File: src/cvsd_pkg.sv
// Shared constants and types of the slope delta coincidence core
package cvsd_pkg;

    // History register lengths, chosen after reset from the len4_strap pin
    localparam int HIST_LEN_SHORT = 3;
    localparam int HIST_LEN_LONG = 4;
    localparam int HIST_W = 4;
    localparam logic [3:0] HIST_RST = 4'h5; // Idle alternation
    localparam logic [3:0] ALT_A = 4'h5;
    localparam logic [3:0] ALT_B = 4'ha;
    localparam logic [2:0] ALT3_A = 3'h5;
    localparam logic [2:0] ALT3_B = 3'h2;

    // Output FIFO shape: word is {coincidence, bit}
    localparam int FIFO_WIDTH = 2;
    localparam int FIFO_DEPTH = 16;
    localparam int FIFO_BIT_POS = 0;
    localparam int FIFO_COINC_POS = 1;

    // Timing
    localparam longint CLK_HZ = 100000000;
    localparam longint MIN_BIT_RATE_HZ = 8000;
    localparam int WD_W = 14;
    localparam logic [13:0] BIT_PERIOD_MAX_CYC = 14'(CLK_HZ / MIN_BIT_RATE_HZ);
    localparam logic [1:0] STRAP_SETTLE = 2'h2; // Cycles until strap sync holds the pin

    // Run state, one-hot
    typedef enum logic [2:0] {
        ST_STRAP = 3'b001,
        ST_RUN = 3'b010,
        ST_HOLD = 3'b100
    } run_state_e;

endpackage : cvsd_pkg

File: src/bit_fifo.sv
// Parameterised FIFO with registered read data
`timescale 1ns/10ps
`default_nettype none

module bit_fifo #(
    parameter int WIDTH = 2,
    parameter int DEPTH = 16
) (
    input wire logic clk_sys,
    input wire logic rst_sync_n,
    input wire logic in_valid,
    output logic in_ready,
    input wire logic [WIDTH-1:0] in_data,
    output logic out_valid,
    input wire logic out_ready,
    output logic [WIDTH-1:0] out_data
);

    localparam int AW = $clog2(DEPTH);

    typedef struct packed {
        logic [DEPTH-1:0][WIDTH-1:0] mem;
        logic [AW-1:0] wr_ptr;
        logic [AW-1:0] rd_ptr;
        logic [AW:0] count;
        logic out_valid;
        logic [WIDTH-1:0] out_data;
    } fifo_state_s;

    fifo_state_s state_ff;
    fifo_state_s nxt_state;
    logic push;
    logic pop;

    ////////////////////////////////////////////////////////////////////////////
    // Handshakes: full stalls the writer, empty holds the reader off
    assign in_ready = (state_ff.count != (AW+1)'(DEPTH));
    assign push = in_valid & in_ready;
    assign pop = (state_ff.count != '0) & (~state_ff.out_valid | out_ready);

    // Next state
    always_comb begin
        nxt_state = state_ff;
        if (out_ready) begin
            nxt_state.out_valid = 1'b0;
        end
        if (pop) begin
            nxt_state.out_data = state_ff.mem[state_ff.rd_ptr];
            nxt_state.out_valid = 1'b1;
            nxt_state.rd_ptr = state_ff.rd_ptr + 1'b1;
        end
        if (push) begin
            nxt_state.mem[state_ff.wr_ptr] = in_data;
            nxt_state.wr_ptr = state_ff.wr_ptr + 1'b1;
        end
        nxt_state.count = state_ff.count + (AW+1)'(push) - (AW+1)'(pop);
    end

    // State register
    always_ff @(posedge clk_sys or negedge rst_sync_n) begin
        if (!rst_sync_n) begin
            state_ff <= '0;
        end else begin
            state_ff <= nxt_state;
        end
    end

    assign out_valid = state_ff.out_valid;
    assign out_data = state_ff.out_data;

endmodule : bit_fifo

`default_nettype wire

File: src/cvsd_core.sv
// Top of the slope delta digital core: sampling, history, coincidence, output FIFO
`timescale 1ns/10ps
`default_nettype none

module cvsd_core #(
    parameter logic [13:0] BIT_PERIOD_MAX = cvsd_pkg::BIT_PERIOD_MAX_CYC
) (
    input wire logic clk_sys,
    input wire logic rst_n,
    input wire logic bit_clk,
    input wire logic cmp_sign,
    input wire logic rx_bit,
    input wire logic dec_sel,
    input wire logic len4_strap,
    input wire logic out_ready,
    output logic dout,
    output logic slope_up,
    output logic coinc,
    output logic idle_alt,
    output logic rate_low,
    output logic out_valid,
    output logic [1:0] out_data
);

    typedef struct packed {
        logic bclk_s1;
        logic bclk_s2;
        logic bclk_d;
        logic sign_s1;
        logic sign_s2;
        logic rx_s1;
        logic rx_s2;
        logic dec_s1;
        logic dec_s2;
        logic len_s1;
        logic len_s2;
        logic len4;
        logic [1:0] strap_cnt;
        cvsd_pkg::run_state_e state;
        logic pend_bit;
        logic shift;
        logic push;
        logic dout;
        logic slope_up;
        logic coinc;
        logic idle_alt;
        logic [13:0] wd_cnt;
        logic rate_low;
    } core_state_s;

    core_state_s state_ff;
    core_state_s nxt_state;
    logic [1:0] rst_pipe_ff;
    logic rst_sync_n;
    logic bit_edge;
    logic new_bit;
    logic commit;
    logic [3:0] hist;
    logic hist_coinc;
    logic fifo_in_ready;
    logic [1:0] fifo_word;
    logic alt_now;

    ////////////////////////////////////////////////////////////////////////////
    // Reset release through two flip-flops
    always_ff @(posedge clk_sys or negedge rst_n) begin
        if (!rst_n) begin
            rst_pipe_ff <= 2'h0;
        end else begin
            rst_pipe_ff <= {rst_pipe_ff[0], 1'b1};
        end
    end
    assign rst_sync_n = rst_pipe_ff[1];

    ////////////////////////////////////////////////////////////////////////////
    // Rising bit clock edge, seen only on the second sync stage
    assign bit_edge = state_ff.bclk_s2 & ~state_ff.bclk_d;

    // Bit source: comparator when encoding, line bits when decoding
    always_comb begin
        if (state_ff.dec_s2) begin
            new_bit = state_ff.rx_s2;
        end else begin
            new_bit = state_ff.sign_s2;
        end
    end

    // Idle pattern over the active history length
    always_comb begin
        if (state_ff.len4) begin
            alt_now = (hist == cvsd_pkg::ALT_A) | (hist == cvsd_pkg::ALT_B);
        end else begin
            alt_now = (hist[2:0] == cvsd_pkg::ALT3_A) | (hist[2:0] == cvsd_pkg::ALT3_B);
        end
    end

    // A bit is committed only once the previous word has been accepted
    always_comb begin
        commit = 1'b0;
        unique case (state_ff.state)
            cvsd_pkg::ST_STRAP: commit = 1'b0;
            cvsd_pkg::ST_RUN: commit = bit_edge & ~state_ff.push;
            cvsd_pkg::ST_HOLD: commit = ~state_ff.push;
        endcase
    end

    ////////////////////////////////////////////////////////////////////////////
    // Next state of the core
    always_comb begin
        nxt_state = state_ff;
        // Pin synchronisers
        nxt_state.bclk_s1 = bit_clk;
        nxt_state.bclk_s2 = state_ff.bclk_s1;
        nxt_state.bclk_d = state_ff.bclk_s2;
        nxt_state.sign_s1 = cmp_sign;
        nxt_state.sign_s2 = state_ff.sign_s1;
        nxt_state.rx_s1 = rx_bit;
        nxt_state.rx_s2 = state_ff.rx_s1;
        nxt_state.dec_s1 = dec_sel;
        nxt_state.dec_s2 = state_ff.dec_s1;
        nxt_state.len_s1 = len4_strap;
        nxt_state.len_s2 = state_ff.len_s1;
        nxt_state.shift = 1'b0;

        // Run state and stalling on a full FIFO
        unique case (state_ff.state)
            cvsd_pkg::ST_STRAP: begin
                // Strap sync stages still hold their reset value for two cycles
                nxt_state.len4 = state_ff.len_s2;
                nxt_state.strap_cnt = state_ff.strap_cnt + 2'h1;
                if (state_ff.strap_cnt == cvsd_pkg::STRAP_SETTLE) begin
                    nxt_state.state = cvsd_pkg::ST_RUN;
                end
            end
            cvsd_pkg::ST_RUN: begin
                if (bit_edge & state_ff.push) begin
                    nxt_state.pend_bit = new_bit;
                    nxt_state.state = cvsd_pkg::ST_HOLD;
                end
            end
            cvsd_pkg::ST_HOLD: begin
                if (commit) begin
                    nxt_state.state = cvsd_pkg::ST_RUN;
                end
            end
        endcase

        // One output bit per bit clock, same bit to line and slope switch
        if (commit) begin
            if (state_ff.state == cvsd_pkg::ST_HOLD) begin
                nxt_state.dout = state_ff.pend_bit;
                nxt_state.slope_up = state_ff.pend_bit;
            end else begin
                nxt_state.dout = new_bit;
                nxt_state.slope_up = new_bit;
            end
            nxt_state.shift = 1'b1;
        end

        // Word goes to the FIFO the cycle after the shift
        if (state_ff.shift) begin
            nxt_state.push = 1'b1;
        end else if (fifo_in_ready) begin
            nxt_state.push = 1'b0;
        end

        // Coincidence and idle follow the updated history
        nxt_state.coinc = hist_coinc;
        nxt_state.idle_alt = alt_now;

        // Bit clock slower than the least rate is flagged
        if (bit_edge) begin
            nxt_state.wd_cnt = 14'h0;
        end else if (state_ff.wd_cnt != BIT_PERIOD_MAX) begin
            nxt_state.wd_cnt = state_ff.wd_cnt + 14'h1;
        end
        nxt_state.rate_low = (state_ff.wd_cnt == BIT_PERIOD_MAX);
    end

    // State register
    always_ff @(posedge clk_sys or negedge rst_sync_n) begin
        if (!rst_sync_n) begin
            state_ff <= '0;
            state_ff.state <= cvsd_pkg::ST_STRAP;
            state_ff.idle_alt <= 1'b1;
        end else begin
            state_ff <= nxt_state;
        end
    end

    ////////////////////////////////////////////////////////////////////////////
    // History register and coincidence detector
    hist_shift u_hist (
        .clk_sys(clk_sys),
        .rst_sync_n(rst_sync_n),
        .shift_en(state_ff.shift),
        .bit_in(state_ff.dout),
        .len4(state_ff.len4),
        .hist(hist),
        .coinc(hist_coinc)
    );

    // Output word: newest bit with its coincidence
    assign fifo_word[cvsd_pkg::FIFO_BIT_POS] = state_ff.dout;
    assign fifo_word[cvsd_pkg::FIFO_COINC_POS] = hist_coinc;

    bit_fifo #(
        .WIDTH(cvsd_pkg::FIFO_WIDTH),
        .DEPTH(cvsd_pkg::FIFO_DEPTH)
    ) u_fifo (
        .clk_sys(clk_sys),
        .rst_sync_n(rst_sync_n),
        .in_valid(state_ff.push),
        .in_ready(fifo_in_ready),
        .in_data(fifo_word),
        .out_valid(out_valid),
        .out_ready(out_ready),
        .out_data(out_data)
    );

    ////////////////////////////////////////////////////////////////////////////
    // Outputs straight from flip-flops
    assign dout = state_ff.dout;
    assign slope_up = state_ff.slope_up;
    assign coinc = state_ff.coinc;
    assign idle_alt = state_ff.idle_alt;
    assign rate_low = state_ff.rate_low;

endmodule : cvsd_core

`default_nettype wire

File: src/hist_shift.sv
// History shift register with all-ones or all-zeros coincidence detection
`timescale 1ns/10ps
`default_nettype none

module hist_shift (
    input wire logic clk_sys,
    input wire logic rst_sync_n,
    input wire logic shift_en,
    input wire logic bit_in,
    input wire logic len4,
    output logic [3:0] hist,
    output logic coinc
);

    typedef struct packed {
        logic [3:0] hist;
    } hist_state_s;

    hist_state_s state_ff;
    hist_state_s nxt_state;
    logic [3:0] shifted;

    ////////////////////////////////////////////////////////////////////////////
    // Newest bit enters at bit 0, oldest falls off the top
    assign shifted[0] = bit_in;
    generate
        for (genvar i = 1; i < cvsd_pkg::HIST_W; i++) begin : g_stage
            assign shifted[i] = state_ff.hist[i-1];
        end
    endgenerate

    // Next state
    always_comb begin
        nxt_state = state_ff;
        if (shift_en) begin
            nxt_state.hist = shifted;
        end
    end

    // State register
    always_ff @(posedge clk_sys or negedge rst_sync_n) begin
        if (!rst_sync_n) begin
            state_ff.hist <= cvsd_pkg::HIST_RST;
        end else begin
            state_ff <= nxt_state;
        end
    end

    ////////////////////////////////////////////////////////////////////////////
    // Coincidence over three or four newest bits
    assign hist = state_ff.hist;
    always_comb begin
        if (len4) begin
            coinc = (&state_ff.hist) | ~(|state_ff.hist);
        end else begin
            coinc = (&state_ff.hist[2:0]) | ~(|state_ff.hist[2:0]);
        end
    end

endmodule : hist_shift

`default_nettype wire

File: config.mk
export PLATFORM = sky130hd
export DESIGN_NAME = cvsd_core
export DESIGN_NICKNAME = d
export VERILOG_FILES = /design/src/cvsd_pkg.sv /design/src/bit_fifo.sv /design/src/cvsd_core.sv /design/src/hist_shift.sv
export SDC_FILE = /design/constraint.sdc
export NUM_CORES = 1
export LEC_CHECK = 0
export BUFFER_PORTS_ARGS = -buffer_cell sky130_fd_sc_hd__buf_2
export CAP_MARGIN = 25
export CORE_ASPECT_RATIO = 1.1
export CORE_MARGIN = 5
export CORE_UTILIZATION = 64
export CTS_CLUSTER_SIZE = 14
export DETAILED_ROUTE_END_ITERATION = 12
export PLACE_DENSITY = 0.82
export SYNTH_ARGS = -nofsm -noshare
export SYNTH_HDL_FRONTEND = slang
export SYNTH_SLANG_ARGS = --single-unit
export TNS_END_PERCENT = 100
File: constraint.sdc
create_clock -name clk_sys -period 6.45 [get_ports clk_sys]
set_clock_uncertainty 0.05 [all_clocks]
set_input_delay 0.9675 -clock clk_sys [delete_from_list [all_inputs] [get_ports clk_sys]]
set_output_delay 0.9675 -clock clk_sys [all_outputs]
set_load 0.02 [all_outputs]
Yosys cells after proc, flatten, opt, wreduce, memory -nomap -nowiden:

Index checks and enable logic that the tools add are counted.

* register bits after elaboration: 93
* latch bits: 0
* memory bits (writable): 0
* memory bits (read-only): 0
* input port bits: 8
* output and inout port bits: 8
* logic and storage cells: 116
* memories: 0

* add/sub/neg operators: 6
* multiply operators: 0
* divide/modulo/power cells: 0
* order comparisons: 3
* equality and inequality tests: 14
* shift operators: 0
* mux-type cells: 21
* bitwise operators: 15
* reduce and logical (&&, ||, !) cells: 11

Operators by type and width (count)
* $bwmux W32: 1
* $mux W14: 2
* $add A14 B1 Y14 const B: 1
* $eq A14 B14 Y1 const B: 1
* $ne A14 B14 Y1 const B: 1
* $lt A4 B5 Y1 const B: 2
* $mux W3: 3
* $pmux W3 S3: 1
* $add A4 B1 Y4 const B: 2
* $bmux W2 S4: 1
* $demux W2 S4: 1
* $mux W1: 7
* $eq A3 B2 Y1 const B: 2
* $eq A3 B3 Y1 const B: 2
* $mux W2: 3
* $ne A2 B2 Y1 const B: 3
* $reduce_and A3 Y1: 2
* $reduce_bool A2 Y1: 3
* $add A5 B1 Y5: 1
* $and A1 B1 Y1: 5
* $ne A5 B5 Y1 const B: 1
* $not A1 Y1: 5
* $or A1 B1 Y1: 5
* $reduce_bool A5 Y1: 1
* 14 further kinds: 14

Longest topological paths before layout:

Gate-level depths: netlist of the first run.

* word-level depth: 6
* depth in mapped cells: 14
* depth with buffers taken out: 13

Hierarchy:

A second synthesis of the first run with hierarchy kept.

* cell total of the unflattened synthesis: 331
* area, all modules: 4206.5 sq um

By module, submodules not included
* bit_fifo: instances 1, cells each 189, area each 2422.3 sq um, sequential area each 1201.2 sq um
* cvsd_core: instances 1, cells each 131, area each 1605.3 sq um, sequential area each 1003.5 sq um
* hist_shift: instances 1, cells each 11, area each 178.9 sq um, sequential area each 102.6 sq um

Worst setup path after synthesis of the first run:

Ideal clock, no wire load.

* kind: input to register
* from: input out_ready
* to: register u_fifo.state_ff[7] in the netlist's numbering
* library setup time: 123 ps
* arrival time: 2630 ps
* data required time: 6277 ps
* slack: 3647 ps
* stages: 12
* path buffers: 1
* cell sequence: nand2b_1 -> nand2b_1 -> buf_2 -> inv_2 -> ha_1 -> inv_1 -> ha_1 -> fa_1 -> a21oi_1 -> nor2_1 -> nor2_1 -> xnor2_1

RTL lines
* start: declaration: RTL line cvsd_core.sv:15 `input wire logic out_ready,`
* end signal: assignment: RTL line bit_fifo.sv:64 `state_ff <= nxt_state;`
* end: declaration: RTL line bit_fifo.sv:30 `fifo_state_s state_ff;`

==> reports/metrics.yaml, run 1 <==
worst_setup_path:
  cp_common_cell: "ha_1"
  worstPathCellList: "inv_1 > ha_1 > nor4b_1 > nand2b_1 > inv_2 > ha_1 > inv_1 > ha_1 > fa_1 > a21oi_1 > nor2_1 > nor2_1 > xnor2_1"
  crit_type: "reg2reg"
  worst-path-buf-inv: 3
  cp_max_fo: 8
  endpoint_kind: "flip-flop"
  required_ns: 6.68
  arrival_ns: 3.17
  cpMaxStageDelayCell: "fa_1"
  critPathLaunch: "u_fifo.state_ff[6]"
  worst-r2r-setup-slack_ns: 3.52
  crit_family: "adder cells"
  worst_r2r_startpoint: "u_fifo.state_ff[6]"
  worstSetupStartpointType: "flip-flop"
  max_stage_delay_ns: 0.42
clock_network:
  cts_tree: "built"
  htreeDepth: 3
  hold_buffers: 0
  numClockSinks: 92
  cts_buffer_depth: 2
  cts_post_setup_buffers_inserted: 0
  numCtsBuffers: 9
  clkLatencyLatePin_ns: 0.37
  clk_pin_slew_ns: 0.10
  cts_root_buffer: "clkbuf_8"
  postCtsResizedCells: 0
sta:
  tightest_slew_ns: 0.949
  setup_violations: 0
  period_needed_ns: 2.93
  rsz0062_at_grt: "no"
  max_freq_ghz: 0.341
  max-slew-margin-rel_pct: 36.6
  hold_viol: 0
  setup_tns_ns: 0
  maxSlewViolCount: 0
  post-route-period-util_pct: 45.5
pwr:
  intPower_mw: 1.21
  irDropWorstVdd_uv: 290
  power.leakage_nw: 2.11
  p_per_area_nw_per_um2: 409
  p_total_mw: 1.84
  swShare_pct: 34.3
  power_frac_seq_pct: 49.4
  pwr-share-comb_pct: 28.7
  p_sw_uw: 632
  pwr-share-clk_pct: 22.0
detailed_routing:
  drt_iter0_drc: 87
  ant_nets: 0
  first_pass_iters: 4
  vias_per_cell: 5.89
  drt-total-wl_um: 7050
  drc: 0
  vias: 2543
  wl_per_cell_um: 16.3
floorplanning:
  die_x_um: 87.2
  die_area_sq_um: 8270
  rows: 31
  core_sq_um: 6480
  initial_utilization_pct: 64.7
  io_pins: 16
  fp.dieH_um: 94.9
synth:
  synth_cells: 335
  synth_compound_area_share_pct: 3.28
  synthXorXnorAreaFrac_pct: 4.18
  yosysMostFrequentCell: "dfrtp_1"
  synth_top_area_share_pct: 52.5
  synth_fp_nets: 358
  ys_warn_count: 0
  syn_avg_cell_area_sq_um: 12.5
  yosys-top-cells-area: "dfrtp_1 53%, mux2_2 11%, ha_1 4.2%"
  seq_area_frac_synth_pct: 55.0
  yosys.area.top_type: "dfrtp_1"
  synth-edff-count: 0
  async_flop_share_pct: 100
  synth_area_sq_um: 4190
  synth_top_family_by_area: "multiplexers"
  synth_flop_cell: "dfrtp_1"
  ys_top_cells_by_count: "88 x dfrtp_1, 41 x mux2_2, 23 x nand3_1"
  synth_fa_ha_area_share_pct: 4.66
  synth-seq-cells: 92
  synth.distinct_cells: 43
  synthSimpleGateAreaFrac_pct: 13.1
  synth.mux.area_fraction_pct: 16.0
cells_and_area:
  fin_util_pct: 69.6
  final_nets: 368
  syn2layout_area_growth_pct: 7.55
  drive_above_1_share_pct: 22.9
  antennaDiodeCount: 0
status:
  outcome: "completed"
placed_design:
  dpl.hpwl_um: 4800
  place.gp.congestion: 0.777
  port_buffers: 15
global_routing:
  grt_max_degree: 62
  grt_pass1_vias: 2654
  antenna_found_initial: 0
  track_usage_pct: 19.5
  grt-ovfl-total: 0
  grt_pass1_wl_um: 12500
flow_run:
  drv_cap: 0
worst_hold_path:
  hp-class: "reg2async"
==> power by group through the flow <==
| stage | Combinational, mW | Clock, mW | Sequential (mW) |
|---|---|---|---|
| floorplan | 0.472 | 0 | 0.848 |
| global placement | 0.494 | 0 | 0.913 |
| detailed placement | 0.531 | 0 | 0.919 |
| CTS | 0.534 | 0.415 | 0.909 |
| global route | 0.591 | 0.445 | 0.936 |
| finish | 0.529 | 0.405 | 0.910 |
==> state kept, by name, summed over array words and instances (netlist names) <==
name              count
coinc                 1
u_fifo.out_valid      1
nxt_state             6
u_fifo.out_data       2
dout                  1
u_fifo.state_ff      45
u_hist.hist           4
state_ff             28
rate_low              1
idle_alt              1
rst_pipe_ff           2
==> through the flow <==
| stage | hold slack [ns] | std cells | setup WS, ns | cell area, sq um |
|---|---|---|---|---|
| CTS | 0.235 | 432 | 3.53 | 4510 |
| global route | 0.266 | 432 | 3.30 | 4510 |
| detailed placement | 0.222 | 416 | 3.36 | 4300 |
| finish | 0.218 | 432 | 3.52 | 4510 |
| floorplan | 0.281 | 335 | 3.65 | 4190 |
| global placement | 0.282 | 415 | 3.42 | 4270 |
==> worst reg2reg max path, delay by kind of cell (launching register included) <==
kind	cells	cell delay, ns
adder cells (fa/ha/maj)	4	1.06
AND/OR/NAND/NOR	4	0.83
flip-flops	1	0.40
buffers and inverters	3	0.23
AO/OA/AOI/OAI	1	0.16
XOR/XNOR	1	0.13
==> layout make-up <==
class | instances | area [sq um]
clock buffers | 9 | 124
well taps | 82 | 103
multi-input cells | 213 | 1730
fillers | 453 | 1970
flip-flops and latches | 92 | 2310
inverters | 13 | 48.8
clock inverters | 7 | 86.3
repair buffers | 16 | 103
==> placed cells by master, fill, tap and decap left out, types with 4 or more instances in the layout <==
cell      Yosys  final
xnor2_1       9      9
nand3_1      23     23
a21oi_1       9      9
nand2b_1      5      5
ha_1         14     14
mux2_2       41     41
nand2_1      15     15
nand4_1       9      9
dfrtp_1      88     87
o21ai_0       6      6
clkbuf_8      0      9
nor2b_1       6      6
mux4_1        6      6
nor2_1       21     21
inv_1        12     12
buf_2         4     15
xor2_1       11     11
dfstp_2       4      4
nor3b_1       4      4
==> cells by family (layout without fill, tap and decap cells) <==
family / Yosys count / in the layout
other: 1 / 1
flip-flops: 92 / 92
buffers and inverters: 30 / 45
XOR/XNOR: 20 / 20
AO/OA/AOI/OAI: 23 / 23
adder cells (fa/ha/maj): 15 / 15
AND/OR/NAND/NOR: 102 / 102
multiplexers: 52 / 52
==> routing by layer <==
metal  vias up  routed length [um]  GRT usage (%)
li1       1203                   -              -
met1      1284                3130           26.6
met2        42                3500           30.8
met3        14                 283           4.10
met4         0                 128           7.42
met5         -                   0              0
==> final timing paths <==
| check | to | cells past startpoint |
|---|---|---|
| max in group asynchronous | coinc | 1 |
| worst min-delay path | state_ff[28] | 0 |
| min in group clk_sys | state_ff[30] | 0 |
| worst min register to register | state_ff[28] | 0 |
| worst max-delay path | u_fifo.state_ff[7] | 13 |
| worst max register to register | u_fifo.state_ff[7] | 13 |
Power figures use the tool's default switching activity.
==> inputs of run 2 (changes only) <==
--- a/config.mk
+++ b/config.mk
@@ -9,10 +9,10 @@
 export CAP_MARGIN = 25
 export CORE_ASPECT_RATIO = 1.1
 export CORE_MARGIN = 5
-export CORE_UTILIZATION = 64
+export CORE_UTILIZATION = 55
 export CTS_CLUSTER_SIZE = 14
 export DETAILED_ROUTE_END_ITERATION = 12
-export PLACE_DENSITY = 0.82
+export PLACE_DENSITY = 0.75
 export SYNTH_ARGS = -nofsm -noshare
 export SYNTH_HDL_FRONTEND = slang
 export SYNTH_SLANG_ARGS = --single-unit
==> constraint.sdc (replaced) <==
create_clock -name clk_sys -period 2.42 [get_ports clk_sys]
set_clock_uncertainty 0.05 [all_clocks]
set_input_delay 0.363 -clock clk_sys [delete_from_list [all_inputs] [get_ports clk_sys]]
set_output_delay 0.363 -clock clk_sys [all_outputs]
set_load 0.02 [all_outputs]
==> reports/metrics.yaml, run 2 (same netlist as run 1, synthesis figures left out) <==
cells_and_area:
  largest_reg_flops: 45  # unchanged
  final_cell_mix: "87 x dfrtp_1, 41 x mux2_2, 23 x nand3_1, 21 x nor2_1"
  drive_above_1_share_pct: 27.8  # +5.0 points
  antennaDiodeCount: 0  # unchanged
  final_nets: 381  # +3.5%
  syn2layout_area_growth_pct: 11.9
  instances_no_fill: 450  # +4.2%
  layout_commonest_cell: "dfrtp_1"
  regMostFlops: "u_fifo.state_ff"
floorplanning:
  initial_utilization_pct: 56.4  # -8.3 points
  core_sq_um: 7430  # +15%
  io_pins: 16  # unchanged
  rows: 33  # +6.5%
  fp.dieH_um: 102  # +7.0%
  die_area_sq_um: 9470  # +14%
  die_x_um: 93.2  # +7.0%
sta:
  rsz0062_at_grt: "yes"
  tightest_slew_ns: 0.586  # -0.363 ns
  setup_tns_ns: 0  # unchanged
  holdWs_ns: 0.0572  # -0.161 ns
  setup_ws_ns: 0.00148  # -3.52 ns
  period_needed_ns: 2.42  # -0.514 ns
  maxSlewViolCount: 0  # unchanged
  max-slew-margin-rel_pct: 60.9  # +24 points
  setup_violations: 0  # unchanged
  hold_viol: 0  # unchanged
  max_freq_ghz: 0.413  # +21%
  post-route-period-util_pct: 99.9  # +54 points
global_routing:
  grt-ovfl-total: 0  # unchanged
  grt_max_degree: 65  # +4.8%
  grt_pass1_wl_um: 12200  # -2.2%
  antenna_found_initial: 0  # unchanged
  track_usage_pct: 16.4  # -3.1 points
  grt_pass1_vias: 2518  # -5.1%
placed_design:
  dp_worst_setup_slack_ns: -0.0966  # -3.45 ns
  port_buffers: 15  # unchanged
  dpl.hpwl_um: 4670  # -2.8%
  place.gp.congestion: 0.768  # -1.2%
  placed_cells: 426  # +2.4%
detailed_routing:
  wl_per_cell_um: 15.2  # -6.8%
  drt-total-wl_um: 6850  # -2.9%
  drc: 0  # unchanged
  vias: 2512  # -1.2%
  vias_per_cell: 5.58  # -5.2%
  ant_nets: 0  # unchanged
  drt_iter0_drc: 121  # +39%
  first_pass_iters: 4  # unchanged
pwr:
  p_total_mw: 5.17  # +180%
  p_per_area_nw_per_um2: 1100  # +170%
  power.leakage_nw: 2.17  # +3.0%
  irDropWorstVdd_uv: 535  # +84%
worst_setup_path:
  worst_r2r_startpoint: "u_fifo.state_ff[6]"
  worst-r2r-setup-slack_ns: 0.001  # -3.52 ns
  required_ns: 2.64  # -4.04 ns
  worstSetupStartpointType: "flip-flop"
  cp_max_fo: 2  # -6
  arrival_ns: 2.64  # -0.53 ns
  endpoint_kind: "flip-flop"
  r2r_end: "u_fifo.state_ff[7]"
  crit_type: "reg2reg"
  rr_worst_depth: 13  # unchanged
clock_network:
  numCtsBuffers: 9  # unchanged
  cts_tree: "built"
  cts_buffer_depth: 2  # unchanged
  htreeDepth: 3  # unchanged
  clk_pin_slew_ns: 0.10  # about the same
  cts_root_buffer: "clkbuf_8"
  numClockSinks: 92  # unchanged
  clkLatencyLatePin_ns: 0.36  # about the same
worst_hold_path:
  min_to: "nxt_state[37]"
  min_from: "bit_clk"
  hp-class: "in2reg"
  hold_depth: 1
status:
  outcome: "completed"
flow_run:
  drv_cap: 0  # unchanged
[run 2: changes by cell type in the layout (fill, tap and decap cells not counted), sizes merged]
cell / delta
dlygate4sd3: +1
inv: -4
buf: +12
clkbuf: +2
bufinv: +1
clkinvlp: +1
[run 2: how the worst max path moves through the flow]
stage	start	to	slack, ns
2_1_floorplan	u_fifo.state_ff[6]	u_fifo.state_ff[7]	0.003
3_3_place_gp	u_fifo.state_ff[6]	u_fifo.state_ff[7]	0.03
3_5_place_dp	u_fifo.state_ff[6]	u_fifo.state_ff[7]	-0.1
4_1_cts	u_fifo.state_ff[6]	u_fifo.state_ff[7]	-0.004
5_1_grt	u_fifo.state_ff[6]	u_fifo.state_ff[7]	-0.13
6_report	u_fifo.state_ff[6]	u_fifo.state_ff[7]	0.001
[run 2: worst max-delay path: stages, from the launching register on]
cell	delay, ns
dfrtp_1	0.41
inv_2	0.09
ha_4	0.13
nor4b_4	0.22
nand2b_4	0.20
inv_4	0.04
ha_4	0.25
inv_2	0.03
ha_4	0.15
fa_2	0.34
a21oi_2	0.13
nor2_1	0.05
nor2_1	0.12
xnor2_1	0.13
[run 2: power by group]
| part | leakage, nW | switching, mW | internal (mW) |
|---|---|---|---|
| Combinational | 0.909 | 0.734 | 0.877 |
| Clock | 0.106 | 0.532 | 0.614 |
| Sequential | 1.16 | 0.420 | 1.99 |
[run 2: final cells by class]
cell class	count	area, sq um
Inverter	13	51.3
Multi-Input combinational cell	213	1800
Clock buffer	11	141
Clock inverter	5	83.8
Sequential cell	92	2310
Timing Repair Buffer	29	195
Tap cell	87	109
Fill cell	572	2740
[run 2: repair_timing]
item / CTS / global route
endpoints found under the hold margin: 2 / 0
gates resized for setup: 3 / 0
pin swaps: 6 / 2
setup buffers: 5 / 2
setup endpoints to repair: 1 / 1
hold buffers: 1 / 0
[run 2: stage by stage]
step	instance area [sq um]	utilization (%)
after floorplan	4260	-
after global placement	4390	59.1
after detailed placement	4390	59.1
after CTS	4680	62.9
after global routing	4690	63.1
final	4690	63.1
[run 2: routing by layer]
metal | up-vias | part of all wire [%] | track usage, % | wire length, um
li1 | 1216 | - | - | -
met3 | 10 | 2.2 | 3.12 | 151
met2 | 32 | 46 | 24.1 | 3140
met5 | - | 0 | 0 | 0
met1 | 1254 | 50 | 23.7 | 3400
met4 | 0 | 2.4 | 7.55 | 162
